[config.mk]
export PLATFORM = sky130hd
export DESIGN_NAME = pcr_top
export DESIGN_NICKNAME = d
export VERILOG_FILES = /design/src/rtl/pcr_pkg.sv /design/src/rtl/pcr_top.sv /design/src/rtl/pcr_sync.sv
export SDC_FILE = /design/constraint.sdc
export NUM_CORES = 1
export LEC_CHECK = 0
export ABC_AREA = 1
export ABC_CLOCK_PERIOD_IN_PS = 2900
export BUFFER_PORTS_ARGS = -buffer_cell sky130_fd_sc_hd__buf_2
export CAP_MARGIN = 20
export CORE_MARGIN = 3
export CORE_UTILIZATION = 53
export CTS_CLUSTER_SIZE = 14
export DETAILED_ROUTE_END_ITERATION = 12
export PLACE_DENSITY = 0.8
export RECOVER_POWER = 50
export SLEW_MARGIN = 25
export SYNTH_ARGS = -nofsm -noshare
export SYNTH_HDL_FRONTEND = slang
export SYNTH_HIERARCHICAL = 1
export SYNTH_SLANG_ARGS = --single-unit
[constraint.sdc]
create_clock -name CLK -period 2.9 [get_ports CLK]
set_input_delay 0.58 -clock CLK [delete_from_list [all_inputs] [get_ports CLK]]
set_output_delay 0.58 -clock CLK [all_outputs]
set_load 0.02 [all_outputs]
[src/rtl/pcr_pkg.sv]
// shared constants for the core clock and reset release block
package pcr_pkg;
  localparam int ADDR_W = 8;
  localparam int MULT_W = 7;
  localparam int FACT_W = 4;
  localparam int HOLD_W = 13;
  localparam logic [ADDR_W-1:0] ADDR_CTRL = 8'h00;
  localparam logic [ADDR_W-1:0] ADDR_STATUS = 8'h04;
  localparam logic [ADDR_W-1:0] ADDR_RATIO = 8'h08;
  // control register layout
  localparam int CTRL_MULT_LSB = 0;
  localparam int CTRL_DIV_LSB = 8;
  localparam int CTRL_HALVE_BIT = 10;
  // status register layout
  localparam int STAT_MULT_LSB = 0;
  localparam int STAT_FACT_LSB = 8;
  localparam int STAT_CORE_RST_BIT = 12;
  localparam int STAT_PIN_RST_BIT = 13;
  localparam int STAT_RATIO_LSB = 16;
  localparam logic [MULT_W-1:0] MULT_RESET = 7'h10;
  localparam logic [1:0] DIV_RESET = 2'h0;
  localparam logic HALVE_RESET = 1'b0;
  localparam logic [FACT_W-1:0] FACT_ONE = 4'h1;
  // multiplier picked by the two ratio pins during reset
  localparam logic [MULT_W-1:0] PIN_MULT_00 = 7'h06;
  localparam logic [MULT_W-1:0] PIN_MULT_01 = 7'h20;
  localparam logic [MULT_W-1:0] PIN_MULT_10 = 7'h10;
  localparam logic [MULT_W-1:0] PIN_MULT_11 = 7'h06;
  localparam int VCO_FACTOR = 2;
  localparam int REF_HOLD_CYCLES = 4096;
  localparam logic [1:0] CORE_HOLD_CYCLES = 2'h2;
  localparam logic [1:0] RESP_OKAY = 2'h0;
  localparam logic [1:0] RESP_SLVERR = 2'h2;
  typedef enum logic [3:0] {
    ST_HELD = 4'h1,
    ST_REF_WAIT = 4'h2,
    ST_CORE_WAIT = 4'h4,
    ST_RUN = 4'h8
  } pcr_state_t;
endpackage

[src/rtl/pcr_top.sv]
// core clock generation and reset release with an AXI4-Lite control port
// How it works
// - oscillator ratio reported as two times effective multiplier over input stage.
// - core clock is oscillator divided by twice the post-divide factor 1/2/4/8.
// - during reset the multiplier comes from the ratio pins, not software.
// - during reset the post-divide factor is forced to one.
// - input stage passes reference clock when halve bit is 0, halves when 1.
// - peripheral clock period is twice the core clock period.
// - core reset held 4096 reference periods plus two core periods after pin release.
// - a missed setup window may add one reference cycle, 4097 at most.
// - a test clock output follows the input stage frequency, not for use.
//
// Implementation choices: the AXI4-Lite interface to the registers and the register addresses.
`timescale 1ns/10ps
module pcr_top #(
  parameter int REF_HOLD = pcr_pkg::REF_HOLD_CYCLES
) (
  input wire logic CLK,
  input wire logic SRST,
  input wire logic REF_CLOCK_IN,
  input wire logic RESET_PIN_N,
  input wire logic [1:0] RATIO_SELECT,
  output logic CORE_CLOCK,
  output logic PERIPHERAL_CLOCK,
  output logic TEST_CLOCK_OUTPUT,
  output logic CORE_RESET,
  input wire logic [pcr_pkg::ADDR_W-1:0] S_AXI_AWADDR,
  input wire logic S_AXI_AWVALID,
  output logic S_AXI_AWREADY,
  input wire logic [31:0] S_AXI_WDATA,
  input wire logic [3:0] S_AXI_WSTRB,
  input wire logic S_AXI_WVALID,
  output logic S_AXI_WREADY,
  output logic [1:0] S_AXI_BRESP,
  output logic S_AXI_BVALID,
  input wire logic S_AXI_BREADY,
  input wire logic [pcr_pkg::ADDR_W-1:0] S_AXI_ARADDR,
  input wire logic S_AXI_ARVALID,
  output logic S_AXI_ARREADY,
  output logic [31:0] S_AXI_RDATA,
  output logic [1:0] S_AXI_RRESP,
  output logic S_AXI_RVALID,
  input wire logic S_AXI_RREADY
);
  localparam logic [pcr_pkg::HOLD_W-1:0] REF_LAST = pcr_pkg::HOLD_W'(REF_HOLD - 1);

  // pins cross in through two flops before any use
  logic [3:0] pins_sync;
  pcr_sync #(.WIDTH(4)) u_sync (
    .clk(CLK),
    .din({RATIO_SELECT, RESET_PIN_N, REF_CLOCK_IN}),
    .dout(pins_sync)
  );
  logic ref_s;
  logic pin_rst;
  logic [1:0] ratio_s;
  assign ref_s = pins_sync[0];
  assign pin_rst = ~pins_sync[1];
  assign ratio_s = pins_sync[3:2];

  // software control
  logic [pcr_pkg::MULT_W-1:0] pll_multiplier, next_pll_multiplier;
  logic [1:0] post_divide_select, next_post_divide_select;
  logic input_halve_enable, next_input_halve_enable;

  // input stage and effective settings
  logic ref_prev, next_ref_prev;
  logic halve_ff, next_halve_ff;
  logic input_rise;
  logic [pcr_pkg::MULT_W-1:0] eff_mult;
  logic [pcr_pkg::FACT_W-1:0] post_divide_factor;
  logic [pcr_pkg::MULT_W-1:0] pin_mult;

  always_comb
  begin
    case (ratio_s)
      2'h0: pin_mult = pcr_pkg::PIN_MULT_00;
      2'h1: pin_mult = pcr_pkg::PIN_MULT_01;
      2'h2: pin_mult = pcr_pkg::PIN_MULT_10;
      default: pin_mult = pcr_pkg::PIN_MULT_11;
    endcase
    eff_mult = pin_rst ? pin_mult : pll_multiplier;
    post_divide_factor = pin_rst ? pcr_pkg::FACT_ONE
                       : pcr_pkg::FACT_ONE << post_divide_select;
    next_ref_prev = ref_s;
    next_halve_ff = halve_ff;
    if (ref_s && !ref_prev)
    begin
      next_halve_ff = ~halve_ff;
    end
    next_ref_prev = ref_s;
  end
  // the pass-through path follows the reference; halved path toggles per rising ref edge
  assign input_rise = ref_s && !ref_prev;

  // core clock: CLK stands in for the oscillator, halfperiod = factor cycles
  logic [pcr_pkg::FACT_W-1:0] div_cnt, next_div_cnt;
  logic core_clk, next_core_clk;
  logic per_clk, next_per_clk;
  logic test_clk, next_test_clk;
  logic core_rise;
  always_comb
  begin
    next_div_cnt = div_cnt + pcr_pkg::FACT_W'(1);
    next_core_clk = core_clk;
    next_per_clk = per_clk;
    core_rise = 1'b0;
    if (div_cnt >= post_divide_factor - pcr_pkg::FACT_ONE)
    begin
      next_div_cnt = '0;
      next_core_clk = ~core_clk;
      core_rise = !core_clk;
    end
    if (core_rise)
    begin
      next_per_clk = ~per_clk;
    end
    next_test_clk = input_halve_enable ? halve_ff : ref_s;
  end

  // core reset release sequencer
  pcr_pkg::pcr_state_t state, next_state;
  logic [pcr_pkg::HOLD_W-1:0] hold_cnt, next_hold_cnt;
  always_comb
  begin
    next_state = state;
    next_hold_cnt = hold_cnt;
    if (pin_rst)
    begin
      next_state = pcr_pkg::ST_HELD;
      next_hold_cnt = '0;
    end
    else
    begin
      case (state)
        pcr_pkg::ST_HELD:
        begin
          next_state = pcr_pkg::ST_REF_WAIT;
          next_hold_cnt = '0;
        end
        pcr_pkg::ST_REF_WAIT:
          if (input_rise)
          begin
            next_hold_cnt = hold_cnt + pcr_pkg::HOLD_W'(1);
            if (hold_cnt == REF_LAST)
            begin
              next_state = pcr_pkg::ST_CORE_WAIT;
              next_hold_cnt = '0;
            end
          end
        pcr_pkg::ST_CORE_WAIT:
          if (core_rise)
          begin
            next_hold_cnt = hold_cnt + pcr_pkg::HOLD_W'(1);
            if (hold_cnt[1:0] == pcr_pkg::CORE_HOLD_CYCLES - 2'h1)
            begin
              next_state = pcr_pkg::ST_RUN;
            end
          end
        pcr_pkg::ST_RUN: next_state = pcr_pkg::ST_RUN;
        default: next_state = pcr_pkg::ST_HELD;
      endcase
    end
  end

  // AXI4-Lite slave: address and data latched in either order
  logic aw_held, next_aw_held;
  logic w_held, next_w_held;
  logic [pcr_pkg::ADDR_W-1:0] aw_addr, next_aw_addr;
  logic [31:0] w_data, next_w_data;
  logic [3:0] w_strb, next_w_strb;
  logic bvalid, next_bvalid;
  logic [1:0] bresp, next_bresp;
  logic rvalid, next_rvalid;
  logic [1:0] rresp, next_rresp;
  logic [31:0] rdata, next_rdata;
  logic [31:0] ctrl_word, status_word;

  assign S_AXI_AWREADY = !aw_held && !bvalid;
  assign S_AXI_WREADY = !w_held && !bvalid;
  assign S_AXI_ARREADY = !rvalid;
  assign S_AXI_BVALID = bvalid;
  assign S_AXI_BRESP = bresp;
  assign S_AXI_RVALID = rvalid;
  assign S_AXI_RRESP = rresp;
  assign S_AXI_RDATA = rdata;

  always_comb
  begin
    ctrl_word = '0;
    ctrl_word[pcr_pkg::CTRL_MULT_LSB +: pcr_pkg::MULT_W] = pll_multiplier;
    ctrl_word[pcr_pkg::CTRL_DIV_LSB +: 2] = post_divide_select;
    ctrl_word[pcr_pkg::CTRL_HALVE_BIT] = input_halve_enable;
    status_word = '0;
    status_word[pcr_pkg::STAT_MULT_LSB +: pcr_pkg::MULT_W] = eff_mult;
    status_word[pcr_pkg::STAT_FACT_LSB +: pcr_pkg::FACT_W] = post_divide_factor;
    status_word[pcr_pkg::STAT_CORE_RST_BIT] = CORE_RESET;
    status_word[pcr_pkg::STAT_PIN_RST_BIT] = pin_rst;
    // oscillator over input-stage ratio, shown to software for limit checks
    status_word[pcr_pkg::STAT_RATIO_LSB +: 8] = 8'(pcr_pkg::VCO_FACTOR * eff_mult);
  end

  always_comb
  begin
    next_aw_held = aw_held;
    next_w_held = w_held;
    next_aw_addr = aw_addr;
    next_w_data = w_data;
    next_w_strb = w_strb;
    next_bvalid = bvalid;
    next_bresp = bresp;
    next_pll_multiplier = pll_multiplier;
    next_post_divide_select = post_divide_select;
    next_input_halve_enable = input_halve_enable;
    if (S_AXI_AWVALID && S_AXI_AWREADY)
    begin
      next_aw_held = 1'b1;
      next_aw_addr = S_AXI_AWADDR;
    end
    if (S_AXI_WVALID && S_AXI_WREADY)
    begin
      next_w_held = 1'b1;
      next_w_data = S_AXI_WDATA;
      next_w_strb = S_AXI_WSTRB;
    end
    if (aw_held && w_held)
    begin
      next_aw_held = 1'b0;
      next_w_held = 1'b0;
      next_bvalid = 1'b1;
      next_bresp = pcr_pkg::RESP_OKAY;
      if (aw_addr == pcr_pkg::ADDR_CTRL)
      begin
        if (w_strb[0])
        begin
          next_pll_multiplier = w_data[pcr_pkg::CTRL_MULT_LSB +: pcr_pkg::MULT_W];
        end
        if (w_strb[1])
        begin
          next_post_divide_select = w_data[pcr_pkg::CTRL_DIV_LSB +: 2];
          next_input_halve_enable = w_data[pcr_pkg::CTRL_HALVE_BIT];
        end
      end
      else if (aw_addr != pcr_pkg::ADDR_STATUS)
      begin
        next_bresp = pcr_pkg::RESP_SLVERR;
      end
    end
    else if (bvalid && S_AXI_BREADY)
    begin
      next_bvalid = 1'b0;
    end
    next_rvalid = rvalid;
    next_rresp = rresp;
    next_rdata = rdata;
    if (S_AXI_ARVALID && S_AXI_ARREADY)
    begin
      next_rvalid = 1'b1;
      next_rresp = pcr_pkg::RESP_OKAY;
      case (S_AXI_ARADDR)
        pcr_pkg::ADDR_CTRL: next_rdata = ctrl_word;
        pcr_pkg::ADDR_STATUS: next_rdata = status_word;
        default:
        begin
          next_rdata = '0;
          next_rresp = pcr_pkg::RESP_SLVERR;
        end
      endcase
    end
    else if (rvalid && S_AXI_RREADY)
    begin
      next_rvalid = 1'b0;
    end
  end

  always_ff @(posedge CLK)
  begin
    if (SRST)
    begin
      pll_multiplier <= pcr_pkg::MULT_RESET;
      post_divide_select <= pcr_pkg::DIV_RESET;
      input_halve_enable <= pcr_pkg::HALVE_RESET;
      ref_prev <= 1'b0;
      halve_ff <= 1'b0;
      div_cnt <= '0;
      core_clk <= 1'b0;
      per_clk <= 1'b0;
      test_clk <= 1'b0;
      state <= pcr_pkg::ST_HELD;
      hold_cnt <= '0;
      aw_held <= 1'b0;
      w_held <= 1'b0;
      aw_addr <= '0;
      w_data <= '0;
      w_strb <= '0;
      bvalid <= 1'b0;
      bresp <= pcr_pkg::RESP_OKAY;
      rvalid <= 1'b0;
      rresp <= pcr_pkg::RESP_OKAY;
      rdata <= '0;
    end
    else
    begin
      pll_multiplier <= next_pll_multiplier;
      post_divide_select <= next_post_divide_select;
      input_halve_enable <= next_input_halve_enable;
      ref_prev <= next_ref_prev;
      halve_ff <= next_halve_ff;
      div_cnt <= next_div_cnt;
      core_clk <= next_core_clk;
      per_clk <= next_per_clk;
      test_clk <= next_test_clk;
      state <= next_state;
      hold_cnt <= next_hold_cnt;
      aw_held <= next_aw_held;
      w_held <= next_w_held;
      aw_addr <= next_aw_addr;
      w_data <= next_w_data;
      w_strb <= next_w_strb;
      bvalid <= next_bvalid;
      bresp <= next_bresp;
      rvalid <= next_rvalid;
      rresp <= next_rresp;
      rdata <= next_rdata;
    end
  end

  assign CORE_CLOCK = core_clk;
  assign PERIPHERAL_CLOCK = per_clk;
  assign TEST_CLOCK_OUTPUT = test_clk;
  assign CORE_RESET = (state != pcr_pkg::ST_RUN);
endmodule

[src/rtl/pcr_sync.sv]
// two-flop synchroniser, one stage pair per bit
`timescale 1ns/10ps
module pcr_sync #(
  parameter int WIDTH = 1
) (
  input wire logic clk,
  input wire logic [WIDTH-1:0] din,
  output logic [WIDTH-1:0] dout
);
  logic [WIDTH-1:0] meta;
  genvar i;
  generate
    for (i = 0; i < WIDTH; i++)
    begin : g_bit
      always_ff @(posedge clk)
      begin
        meta[i] <= din[i];
        dout[i] <= meta[i];
      end
    end
  endgenerate
endmodule

# Word-level counts from Yosys, hierarchy flattened
# Index checks and enable logic that the tools add are counted.
# W data, S select, Z words.
[word_totals] regBits=105 latchBits=0 mem_bits_rw=0 rom_bits=0 inputBits=63 out_inout_bits=45 memories=0
[classes] addsub=3 n_mul=0 div_mod_pow=0 magnitude_cmp=1 eq_ne=15 n_shift=1 muxes=22 bitwise=4 reduce_logical=28
[ops] cell="$pmux W24 S2" n=1
[ops] cell="$mux W13" n=3
[ops] cell="$pmux W13 S3" n=1
[ops] cell="$mux W4" n=5
[ops] cell="$logic_not A8 Y1" n=2
[ops] cell="$pmux W4 S4" n=1
[ops] cell="$add A13 B1 Y13 const B" n=1
[ops] cell="$eq A13 B12 Y1 const B" n=1
[ops] cell="$pmux W6 S2" n=1
[ops] cell="$logic_and A1 B1 Y1" n=9
[ops] cell="$reduce_and A3 Y1" n=3
[ops] cell="$eq A8 B3 Y1 const B" n=1
[ops] cell="$ne A2 B2 Y1 const B" n=4
[ops] cell="$ne A8 B3 Y1 const B" n=1
[ops] cell="$reduce_or A2 Y1" n=4
[ops] cell="$mux W7" n=1
[ops] cell="$logic_not A1 Y1" n=6
[ops] cell="$mux W1" n=6
[ops] cell="$mux W2" n=3
[ops] cell="$add A4 B1 Y4 const B" n=1
[ops] cell="$eq A2 B1 Y1 const B" n=2
[ops] cell="$eq A4 B1 Y1 const B" n=1
[ops] cell="$eq A4 B2 Y1 const B" n=1
[ops] cell="$eq A4 B3 Y1 const B" n=1
[ops] cell="other kinds (10)" n=14

# Logic depth before layout (Yosys ltp)
# Gate-level depths: netlist of run 1.
[logic_depth] word_depth=7 mapped_depth=17 ltp_nobuf=16

# By module
# The synthesis of run 1 kept the hierarchy.
[by_module_without_submodules] mod="pcr_top" instances=1 cells_each=558 area_each_um2=3985.1 seq_area_each_um2=1641.6
[by_module_without_submodules] mod="pcr_sync" instances=1 cells_each=8 area_each_um2=160.2 seq_area_each_um2=160.2

# Worst setup path after synthesis of run 1
# Ideal clock, no wire load.
[synth_path] kind="register -> register" from="register u_sync.dout[1]" to="register hold_cnt[0] (netlist name)" setup_time_ps=114 arrival_time_ps=2186 path_slack_ps=600 path_stages_with_launch=14 path_buffers=2 period_less_slack_ps=2300 cell_sequence="dfxtp_1 > clkbuf_1 > o21ai_0 > inv_1 > ha_1 > ha_1 > nand4_1 > nand3_1 > nand2_1 > nand2_4 > nand3_4 > buf_8 > a21oi_1 > nor2_1"
[synth_via] elab_chain_len=6 elab_cells_between_ends=8
[synth_lines] item="from (decl)" line="pcr_sync.sv:8" text="output logic [WIDTH-1:0] dout"
[synth_lines] item="from (signal, indexed assignment)" line="pcr_sync.sv:18" text="dout[i] <= meta[i];"
[synth_lines] item="$mux W4" line="pcr_top.sv:83" text="post_divide_factor = pin_rst ? pcr_pkg::FACT_ONE"
[synth_lines] item="$sub A4 B1 Y4" line="pcr_top.sv:108" text="if (div_cnt >= post_divide_factor - pcr_pkg::FACT_ONE)"
[synth_lines] item="$ge A4 B4 Y1" line="pcr_top.sv:108"
[synth_lines] item="$mux W1" line="pcr_top.sv:108"
[synth_lines] item="$ne A2 B2 Y1 (no source line)"
[synth_lines] item="$reduce_and A3 Y1 (no source line)"
[synth_lines] item="to (signal assigned)" line="pcr_top.sv:314" text="hold_cnt <= next_hold_cnt;"
[synth_lines] item="to (decl)" line="pcr_top.sv:123" text="logic [pcr_pkg::HOLD_W-1:0] hold_cnt, next_hold_cnt;"
# Several ways; a longest one is shown, not always the timed one.
# A chain may end at the register's enable or synchronous reset.

# Worst setup path after layout of run 1
[layout_path] from="register post_divide_select[0]" to="register hold_cnt[5] (netlist name)"
[layout_via] elab_chain_len=7
[layout_lines] item="from (decl)" line="pcr_top.sv:63" text="logic [1:0] post_divide_select, next_post_divide_select;"
[layout_lines] item="from (signal assigned)" line="pcr_top.sv:281" text="post_divide_select <= pcr_pkg::DIV_RESET;"
[layout_lines] item="from (signal assigned)" line="pcr_top.sv:305" text="post_divide_select <= next_post_divide_select;"
[layout_lines] item="$shl A1 B2 Y4" line="pcr_top.sv:84" text=": pcr_pkg::FACT_ONE << post_divide_select;"
[layout_lines] item="$mux W4" line="pcr_top.sv:83"
[layout_lines] item="$sub A4 B1 Y4" line="pcr_top.sv:108"
[layout_lines] item="$ge A4 B4 Y1" line="pcr_top.sv:108"
[layout_lines] item="$mux W1" line="pcr_top.sv:108"
[layout_lines] item="$ne A2 B2 Y1 (no source line)"
[layout_lines] item="$reduce_and A3 Y1 (no source line)"
# Every way passes these cells.

==> results of run 1 <==
-- cell families after synthesis --
group	Yosys count	share of synthesized area, %
fa+ha+maj	10	3.018
buf+inv	92	10.05
simple gates	276	30.15
xor+xnor	6	1.268
other cells	2	0.1812
flops	90	43.47
compound gates	90	11.86
-- state kept, by name (all words and copies together) (netlist names), 2 cells and up --
register            count
u_sync/meta             4
w_strb                  2
w_data                 10
aw_addr                 8
u_sync/dout             4
S_AXI_RDATA            20
hold_cnt               13
div_cnt                 4
pll_multiplier          7
state                   4
post_divide_select      2
-- cells in the mapped netlist, drive strengths merged (3+ instances only) --
| master | n |
|---|---|
| or2 | 3 |
| nand3 | 36 |
| buf | 19 |
| dfxtp | 90 |
| inv | 59 |
| o211ai | 8 |
| o21ai | 37 |
| xor2 | 4 |
| nand2 | 121 |
| ha | 10 |
| nor2 | 94 |
| nor3 | 7 |
| clkinv | 4 |
| clkbuf | 10 |
| nand4 | 10 |
| a21oi | 40 |
-- power groups by stage --
stage,logic [mW],clock network (mW),registers (mW)
2_1_floorplan,0.239,0,1.40
3_3_place_gp,0.340,0,1.37
3_5_place_dp,0.350,0,1.38
4_1_cts,0.351,0.820,1.35
5_1_grt,0.386,0.865,1.36
6_report,0.336,0.804,1.35
-- worst max-delay path, stage by stage, from the launching register on --
cell and delay [ns]:
dfxtp_1 0.38, o21ai_0 0.23, inv_1 0.09, ha_1 0.21, xnor2_1 0.13, ha_1 0.31, nand4_1 0.15, nand3_1 0.12
nand2_1 0.14, nand2_4 0.13, nand3_4 0.20, o21ai_0 0.22, nor2_1 0.05
-- stage by stage --
stage	std cells	utilization [%]	area [µm²]	setup WS, ns	power (mW)
detailed placement	724	61.19	4533	0.4385	1.727
global placement	724	61.19	4533	0.4880	1.715
finish	740	62.93	4662	0.4349	2.489
floorplan	579	-	4194	0.6003	1.638
CTS	740	63.71	4720	0.4137	2.520
global route	740	62.93	4662	0.04444	2.610
-- final cells by class --
| type | count | area, µm² |
|---|---|---|
| inverters | 63 | 241.5 |
| fillers | 685 | 2746 |
| clock buffers | 10 | 137.6 |
| flip-flops and latches | 90 | 1802 |
| repair buffers | 75 | 339.1 |
| clock inverters | 6 | 48.80 |
| well taps | 99 | 123.9 |
| multi-input cells | 397 | 1969 |
-- routing by layer --
layer	up-vias	part of all wire (%)	track usage, %
met1	1653	46	25.52
met4	0	2.0	7.822
met3	15	4.9	5.737
met2	78	48	35.22
li1	1935	-	-
met5	-	0	0
-- worst max-delay path by stage --
stage / end / slack (ns) / cells past startpoint / from
floorplan: hold_cnt[0] / 0.60 / 13 / u_sync/dout[1]
global placement: hold_cnt[5] / 0.49 / 12 / post_divide_select[0]
detailed placement: hold_cnt[5] / 0.44 / 12 / post_divide_select[0]
CTS: hold_cnt[5] / 0.41 / 14 / post_divide_select[0]
global route: hold_cnt[5] / 0.04 / 12 / post_divide_select[0]
finish: hold_cnt[5] / 0.43 / 12 / post_divide_select[0]
==> results.tsv, run 1 <==
stage	metric	value	unit
global_route	pin count of the biggest net entering global routing	38	
cts	# hold bufs at CTS	0	
floorplanning	die height	94.44	µm
floorplanning	Initial Util	55.95	%
critical_path	Critical Path End Type	flop	
run	Max Cap Viol	0	
floorplanning	Chip Width	94.44	µm
yosys	Synth Instances	566	
critical_path	crit-path max FO	19	
global_route	Tot GR Track Use	20.92	%
placed_design	PortBufs	69	
cts	clock latency on the worst-skew pair	0.36	ns
yosys	Primary FF master, synth	dfxtp_1	
yosys	Warnings, synthesis	6	
power_and_ir_drop	Max VDD drop	0.3144	mV
yosys	Yosys cell types	40	
power_and_ir_drop	Sw Share	29.42	%
floorplanning	I/O pin cnt	108	
critical_path	CP Data Arrival Time	2.73	ns
cts	CTS tree	built	
cts	CTS H-Tree Depth	3	
timing	Max Slew Vio Count	0	
detailed_routing	iteration-0 DRC count of the detailed router	169	
cts	Root Driver	clkbuf_8	
cells_and_area	layout cell share with drive strength beyond 1	12.79	%
global_route	vias in the first global route	3488	
yosys	synth top area cells	dfxtp_1 (43%), nand2_1 (10%), nor2_1 (8.1%), inv_1 (5.1%), a21oi_1 (4.7%)	
placed_design	GPL Wtd Cong	0.8453	
power_and_ir_drop	Clock Power Share	32.3	%
critical_path	FF-to-FF Start	post_divide_select[0]	
timing	final setup vio count	0	
yosys	synthesized cell area	0.004145	mm²
critical_path	WP data required	3.16	ns
timing	Tcrit/Tclk final	85.00	%
cells_and_area	area delta synth->final	12.47	%
cts	setup bufs post-CTS	0	
worst_hold_path	hold wc startpoint	REF_CLOCK_IN	
yosys	FF+latch count, synth	90	
yosys	top cell type's share of synthesized area	43.47	%
placed_design	HPWL after DPL	6439	µm
timing	Max Clock Skew	0.008500	ns
global_route	first-pass GRT wire length	14990	µm
cells_and_area	commonest non-fill, non-tap cell in the layout	nand2_1	
global_route	grt ovf	0	
detailed_routing	Routed WL	8667	µm
timing	min cycle time layout	2.465	ns
yosys	area leader, netlist	dfxtp_1	
cells_and_area	Ant. Diodes	0	
detailed_routing	Final ANT Viol Nets	0	
detailed_routing	# DRC	0	
detailed_routing	DR vias	3681	
cts	TritonCTS Buffers	9	
detailed_routing	DR WL/cell	11.71	µm
timing	unrepaired setup endpoints after global routing	false	
worst_hold_path	hold path depth	1	
power_and_ir_drop	Reg power frac	54.2	%
yosys	Seq/Total Area, Yosys	43.47	%
floorplanning	area of the die	0.008918	mm²
global_route	initial antenna violation count	0	
critical_path	RR Endpoint	hold_cnt[5]	
floorplanning	site row count	31	
power_and_ir_drop	Internal	1.757	mW
cells_and_area	highest-count cells in the layout ignoring fill and taps	nand2_1 (114), dfxtp_1 (90), nor2_1 (89)	
timing	fmax	405.7	MHz
cells_and_area	final net count	709	
detailed_routing	post-DR vias/cell	4.974	
worst_hold_path	Tightest Hold Check Type	in -> reg	
power_and_ir_drop	Static Leak	2.097	nW
timing	Slew headroom	41.83	%
yosys	mean post-synth cell area	7.324	µm²
critical_path	worst reg2reg path depth	12	
critical_path	Reg2Reg Setup Slack	0.43	ns
detailed_routing	DR pass1 iterations	4	
worst_hold_path	hold path endpoint	u_sync/meta[0]	
outcome	run status	finished, final reports clean	
timing	Hold WS	0.3091	ns
floorplanning	core area	0.007408	mm²
power_and_ir_drop	Sw Pwr	0.7323	mW
cts	PostCTS Resize Cnt	0	
timing	Fin. Hold Viols	0	
critical_path	CP Launch Type	flop	
power_and_ir_drop	pwr dens	533.9	mW/mm²
cts	Clock Sink Count	90	
yosys	async set-reset flop share out of synthesis	0	%
yosys	Post-synth EDFFs	0	
timing	Setup TNS Final	0	ns
timing	worst-margin pin slew	0.8725	ns
cts	CTS max path bufs	2	
critical_path	critical path class	reg -> reg	
cts	Reg clk slew, reported paths	0.10	ns
power_and_ir_drop	combinational share of power	13.5	%
(Power assumes the default switching activity.)
==> run 2: changes to the inputs <==
- CORE_ASPECT_RATIO: not set -> 0.7
- MAX_ROUTING_LAYER: not set -> met4
==> run 2 against run 1 <==
Effect of this change: global-route usage grew 0.75 points; setup slack lost 0.14 ns; wire length grew 4.8%; final cell count shrank 0.14%; via count grew 1.0%; fmax shrank 5.5%; core utilization shrank 0.15 points; sequential power is essentially flat; cell area grew 0.32%; largest cell class unchanged.
==> results.tsv, run 2 (synthesis results as in run 1) <==
stage	metric	value	unit
outcome	run status	finished, final reports clean	
cts	clock latency on the worst-skew pair	0.35	ns
placed_design	Post-DP Area	0.004532	mm²
placed_design	GPL Wtd Cong	0.8701	
critical_path	most frequent CP cell	nand2_1	
cells_and_area	multi-input logic area	0.001969	mm²
placed_design	PortBufs	69	
critical_path	crit-path max FO	7	
floorplanning	Chip Width	111.7	µm
run	Max Cap Viol	0	
cells_and_area	area delta synth->final	12.83	%
critical_path	CP peak stage delay	0.39	ns
critical_path	CP Launch Type	flop	
floorplanning	die height	79.99	µm
detailed_routing	Routed WL	9085	µm
global_route	grt ovf	0	
cts	CTS H-Tree Depth	3	
detailed_routing	# DRC	0	
cells_and_area	final net count	709	
detailed_routing	iteration-0 DRC count of the detailed router	237	
timing	Slew headroom	36.34	%
detailed_routing	Final ANT Viol Nets	0	
critical_path	CP max stage cell	dfxtp_1	
timing	unrepaired setup endpoints after global routing	true	
power_and_ir_drop	pwr dens	533.0	mW/mm²
timing	fmax	383.4	MHz
global_route	vias in the first global route	3509	
cells_and_area	register area	0.001802	mm²
critical_path	critical path class	reg -> reg	
critical_path	WP data required	3.19	ns
floorplanning	core area	0.007450	mm²
worst_hold_path	Tightest Hold Check Type	in -> reg	
placed_design	pre-CTS setup slack	0.3034	ns
timing	Tcrit/Tclk final	89.94	%
floorplanning	I/O pin cnt	108	
timing	Fin. Hold Viols	0	
cells_and_area	commonest non-fill, non-tap cell in the layout	nand2_1	
placed_design	DP Cell Count	723	
floorplanning	Initial Util	55.64	%
global_route	initial antenna violation count	0	
critical_path	Critical Path End Type	flop	
power_and_ir_drop	Max VDD drop	0.2810	mV
detailed_routing	DR WL/cell	12.29	µm
detailed_routing	DR vias	3718	
floorplanning	area of the die	0.008935	mm²
cells_and_area	Ant. Diodes	0	
floorplanning	site row count	26	
placed_design	HPWL after DPL	6700	µm
global_route	first-pass GRT wire length	15510	µm
timing	Max Clock Skew	0.01049	ns
detailed_routing	post-DR vias/cell	5.031	
critical_path	crit-path cells	o21ai_0 > inv_1 > ha_1 > xnor2_1 > ha_1 > nand2_1 > inv_1 > nand2_1 > nand3_1 > nand2_1 > a21oi_1 > nand3_1 > a21oi_1	
cts	Clock Sink Count	90	
cts	Reg clk slew, reported paths	0.09	ns
cts	CTS max path bufs	2	
cells_and_area	final std cells w/o fill	739	
global_route	Tot GR Track Use	21.67	%
timing	setup ws final	0.2918	ns
cells_and_area	Largest register FFs	20	
timing	worst-margin pin slew	0.9538	ns
power_and_ir_drop	Static Leak	2.115	nW
critical_path	CP Data Arrival Time	2.90	ns
cells_and_area	highest-count cells in the layout ignoring fill and taps	nand2_1 (114), dfxtp_1 (90), nor2_1 (89)	
power_and_ir_drop	Tot Pwr	2.493	mW
cts	Root Driver	clkbuf_8	
cells_and_area	filler instances	680	
detailed_routing	DR pass1 iterations	4	
cells_and_area	post-layout util	62.78	%
timing	final setup vio count	0	
cells_and_area	layout cell share with drive strength beyond 1	13.42	%
cells_and_area	design area	0.004677	mm²
global_route	pin count of the biggest net entering global routing	38	
timing	Max Slew Vio Count	0	
critical_path	Reg2Reg Setup Slack	0.29	ns
timing	min cycle time layout	2.608	ns
cts	TritonCTS Buffers	9	
cts	CTS tree	built	
cts	setup bufs post-CTS	0	
## run 2: cell count changes in the layout (fill, tap and decap cells not counted), sizes merged
cell    before  now
buf         42   47
clkbuf      43   39
inv         61   60
## run 2: worst paths after layout
kind,endpoint,cells after the start,start
min reg2reg,u_sync/dout[0],0,u_sync/meta[0]
min,u_sync/meta[0],1,REF_CLOCK_IN
max,hold_cnt[6],13,post_divide_select[0]
max reg2reg,hold_cnt[6],13,post_divide_select[0]
## run 2: where the power goes
group / internal, mW / switching [mW]
combinational: 0.109 / 0.231
clock: 0.361 / 0.440
sequential: 1.31 / 0.0450
## run 2: stage by stage
stage,setup TNS [ns],hold slack (ns)
finish,0,0.3228
global route,-0.0006219,0.2963
CTS,0,0.3078
global placement,0,0.3100
detailed placement,0,0.3121
floorplan,0,0.3096
## run 2: repair_timing
| item | CTS | global route |
|---|---|---|
| endpoints found under the setup margin | 0 | 2 |
| gates resized for setup | 0 | 1 |
| hold buffers | 0 | 0 |
## run 2: worst max-delay path, delay by kind of cell (launching register included)
| family | cells | cell delay (ns) |
|---|---|---|
| buf+inv | 2 | 0.17 |
| xor+xnor | 1 | 0.14 |
| simple gates | 5 | 0.55 |
| fa+ha+maj | 2 | 0.54 |
| flops | 1 | 0.39 |
| compound gates | 3 | 0.76 |
## run 2: per-layer routing
layer	part of all wire, %	vias up	routed length (µm)	GRT usage, %
met5	0	-	0	-
met4	1.3	0	122	8.141
met3	6.4	12	578	5.606
met2	44	118	4019	32.66
met1	48	1653	4364	28.19
li1	-	1935	-	-
## run 2: area by class of cell
class,instances,area share (%)
Clock inverter,5,0.8026
Inverter,63,5.163
Tap cell,98,2.622
Multi-Input combinational cell,397,42.11
Sequential cell,90,38.52
Clock buffer,11,3.237
Timing Repair Buffer,75,7.544
==> run 3: changes to the inputs <==
- CAP_MARGIN: 20 -> 10
- PLACE_DENSITY: 0.8 -> not set
- PLACE_DENSITY_LB_ADDON: not set -> 0.15
==> run 3 against run 2 <==
Effect of this change: sequential share of layout area decreased by 0.10 points; final cell count decreased by 0.14%; combinational power about the same; fmax increased by 0.78%; sequential power about the same; die area unchanged; highest routed layer unchanged.
==> results.tsv, run 3 (synthesis results as in run 1) <==
stage	metric	value	unit
cts	CTS H-Tree Depth	3	
placed_design	GPL Wtd Cong	0.8861	
cts	Clock Sink Count	90	
floorplanning	site row count	26	
global_route	Tot GR Track Use	21.50	%
critical_path	Critical Path End Type	flop	
detailed_routing	Routed WL	9023	µm
floorplanning	core area	0.007450	mm²
power_and_ir_drop	combinational share of power	13.0	%
global_route	pin count of the biggest net entering global routing	38	
cells_and_area	commonest non-fill, non-tap cell in the layout	nand2_1	
run	Max Cap Viol	0	
critical_path	WP data required	3.16	ns
cts	Reg clk slew, reported paths	0.09	ns
floorplanning	Chip Width	111.7	µm
cells_and_area	post-layout util	62.95	%
timing	Tcrit/Tclk final	89.24	%
power_and_ir_drop	Internal	1.884	mW
placed_design	PortBufs	69	
floorplanning	Initial Util	55.64	%
power_and_ir_drop	Max VDD drop	0.3651	mV
power_and_ir_drop	Sw Pwr	0.7101	mW
timing	Max Slew Vio Count	0	
detailed_routing	DR WL/cell	12.23	µm
detailed_routing	# DRC	0	
global_route	initial antenna violation count	0	
detailed_routing	post-DR vias/cell	4.917	
power_and_ir_drop	Reg power frac	52.0	%
cells_and_area	final net count	708	
power_and_ir_drop	Static Leak	2.121	nW
timing	min cycle time layout	2.588	ns
cts	CTS max path bufs	2	
timing	Hold WS	0.3144	ns
timing	fmax	386.4	MHz
cells_and_area	layout cell share with drive strength beyond 1	12.97	%
global_route	first-pass GRT wire length	15150	µm
timing	Slew headroom	33.50	%
critical_path	crit-path max FO	19	
power_and_ir_drop	Clock Power Share	35.0	%
worst_hold_path	Tightest Hold Check Type	in -> reg	
critical_path	CP Data Arrival Time	2.85	ns
outcome	run status	finished, final reports clean	
timing	unrepaired setup endpoints after global routing	false	
power_and_ir_drop	pwr dens	553.3	mW/mm²
placed_design	HPWL after DPL	6686	µm
cells_and_area	Largest register FFs	20	
detailed_routing	DR vias	3629	
timing	worst-margin pin slew	0.9974	ns
cells_and_area	area delta synth->final	13.13	%
cells_and_area	filler instances	722	
cells_and_area	register area	0.001802	mm²
floorplanning	I/O pin cnt	108	
detailed_routing	Final ANT Viol Nets	0	
global_route	grt ovf	0	
timing	final setup vio count	0	
cells_and_area	multi-input logic area	0.001969	mm²
cts	setup bufs post-CTS	0	
power_and_ir_drop	Sw Share	27.37	%
floorplanning	die height	79.99	µm
critical_path	CP Launch Type	flop	
cts	clock latency on the worst-skew pair	0.36	ns
global_route	vias in the first global route	3353	
floorplanning	area of the die	0.008935	mm²
critical_path	critical path class	reg -> reg	
cts	TritonCTS Buffers	9	
cts	# hold bufs at CTS	0	
timing	Max Clock Skew	0.01202	ns
cells_and_area	Ant. Diodes	0	
detailed_routing	iteration-0 DRC count of the detailed router	213	
critical_path	Reg2Reg Setup Slack	0.31	ns
timing	Setup TNS Final	0	ns
timing	Fin. Hold Viols	0	
detailed_routing	DR pass1 iterations	4	
cts	Root Driver	clkbuf_8	
cells_and_area	highest-count cells in the layout ignoring fill and taps	nand2_1 (114), dfxtp_1 (90), nor2_1 (89)	
cts	PostCTS Resize Cnt	0	
cts	CTS tree	built	
-- run 3: critical path: stages (launching register included) --
cell     delay [ns]
dfxtp_1        0.38
o21ai_0        0.25
inv_1          0.10
ha_1           0.21
xnor2_1        0.13
ha_1           0.30
nand4_1        0.16
nand3_1        0.13
nand2_1        0.17
nand2_4        0.15
nand3_4        0.22
o21ai_0        0.22
nor2_1         0.06
-- run 3: worst paths after layout --
check,startpoint,cells after the start,to
worst max-delay path,post_divide_select[1],12,hold_cnt[5]
worst min-delay path,REF_CLOCK_IN,1,u_sync/meta[0]
worst max register to register,post_divide_select[1],12,hold_cnt[5]
worst min register to register,u_sync/meta[1],0,u_sync/dout[1]
-- run 3: area by class of cell --
| cell class | instances | share of cell area [%] |
|---|---|---|
| tap | 98 | 2.615 |
| timing repair buffer | 74 | 7.231 |
| clock buffer | 13 | 3.602 |
| clock inverter | 3 | 0.9872 |
| sequential | 90 | 38.42 |
| inverter | 63 | 5.149 |
| multi-input combinational | 397 | 42.00 |
-- run 3: metrics by stage --
stage | std cells | area (µm²) | total power, mW | setup slack, ns
2_1_floorplan | 579 | 4194 | 1.638 | 0.6003
3_3_place_gp | 722 | 4524 | 1.716 | 0.4389
3_5_place_dp | 722 | 4524 | 1.727 | 0.3522
4_1_cts | 738 | 4740 | 2.627 | 0.3498
5_1_grt | 738 | 4690 | 2.725 | 0.1048
6_report | 738 | 4690 | 2.594 | 0.3120
-- run 3: per-layer routing --
metal | up-vias | global-route usage, % | wire [µm]
li1 | 1926 | - | -
met1 | 1601 | 28.35 | 4563
met2 | 93 | 32.78 | 3833
met3 | 9 | 5.606 | 546
met4 | 0 | 6.197 | 79
met5 | - | - | 0
-- run 3: power groups by stage --
stage	logic (mW)	registers (mW)	clock network [mW]
detailed placement	0.348	1.38	0
floorplan	0.239	1.40	0
global placement	0.340	1.38	0
global route	0.383	1.36	0.983
finish	0.337	1.35	0.908
CTS	0.349	1.35	0.928
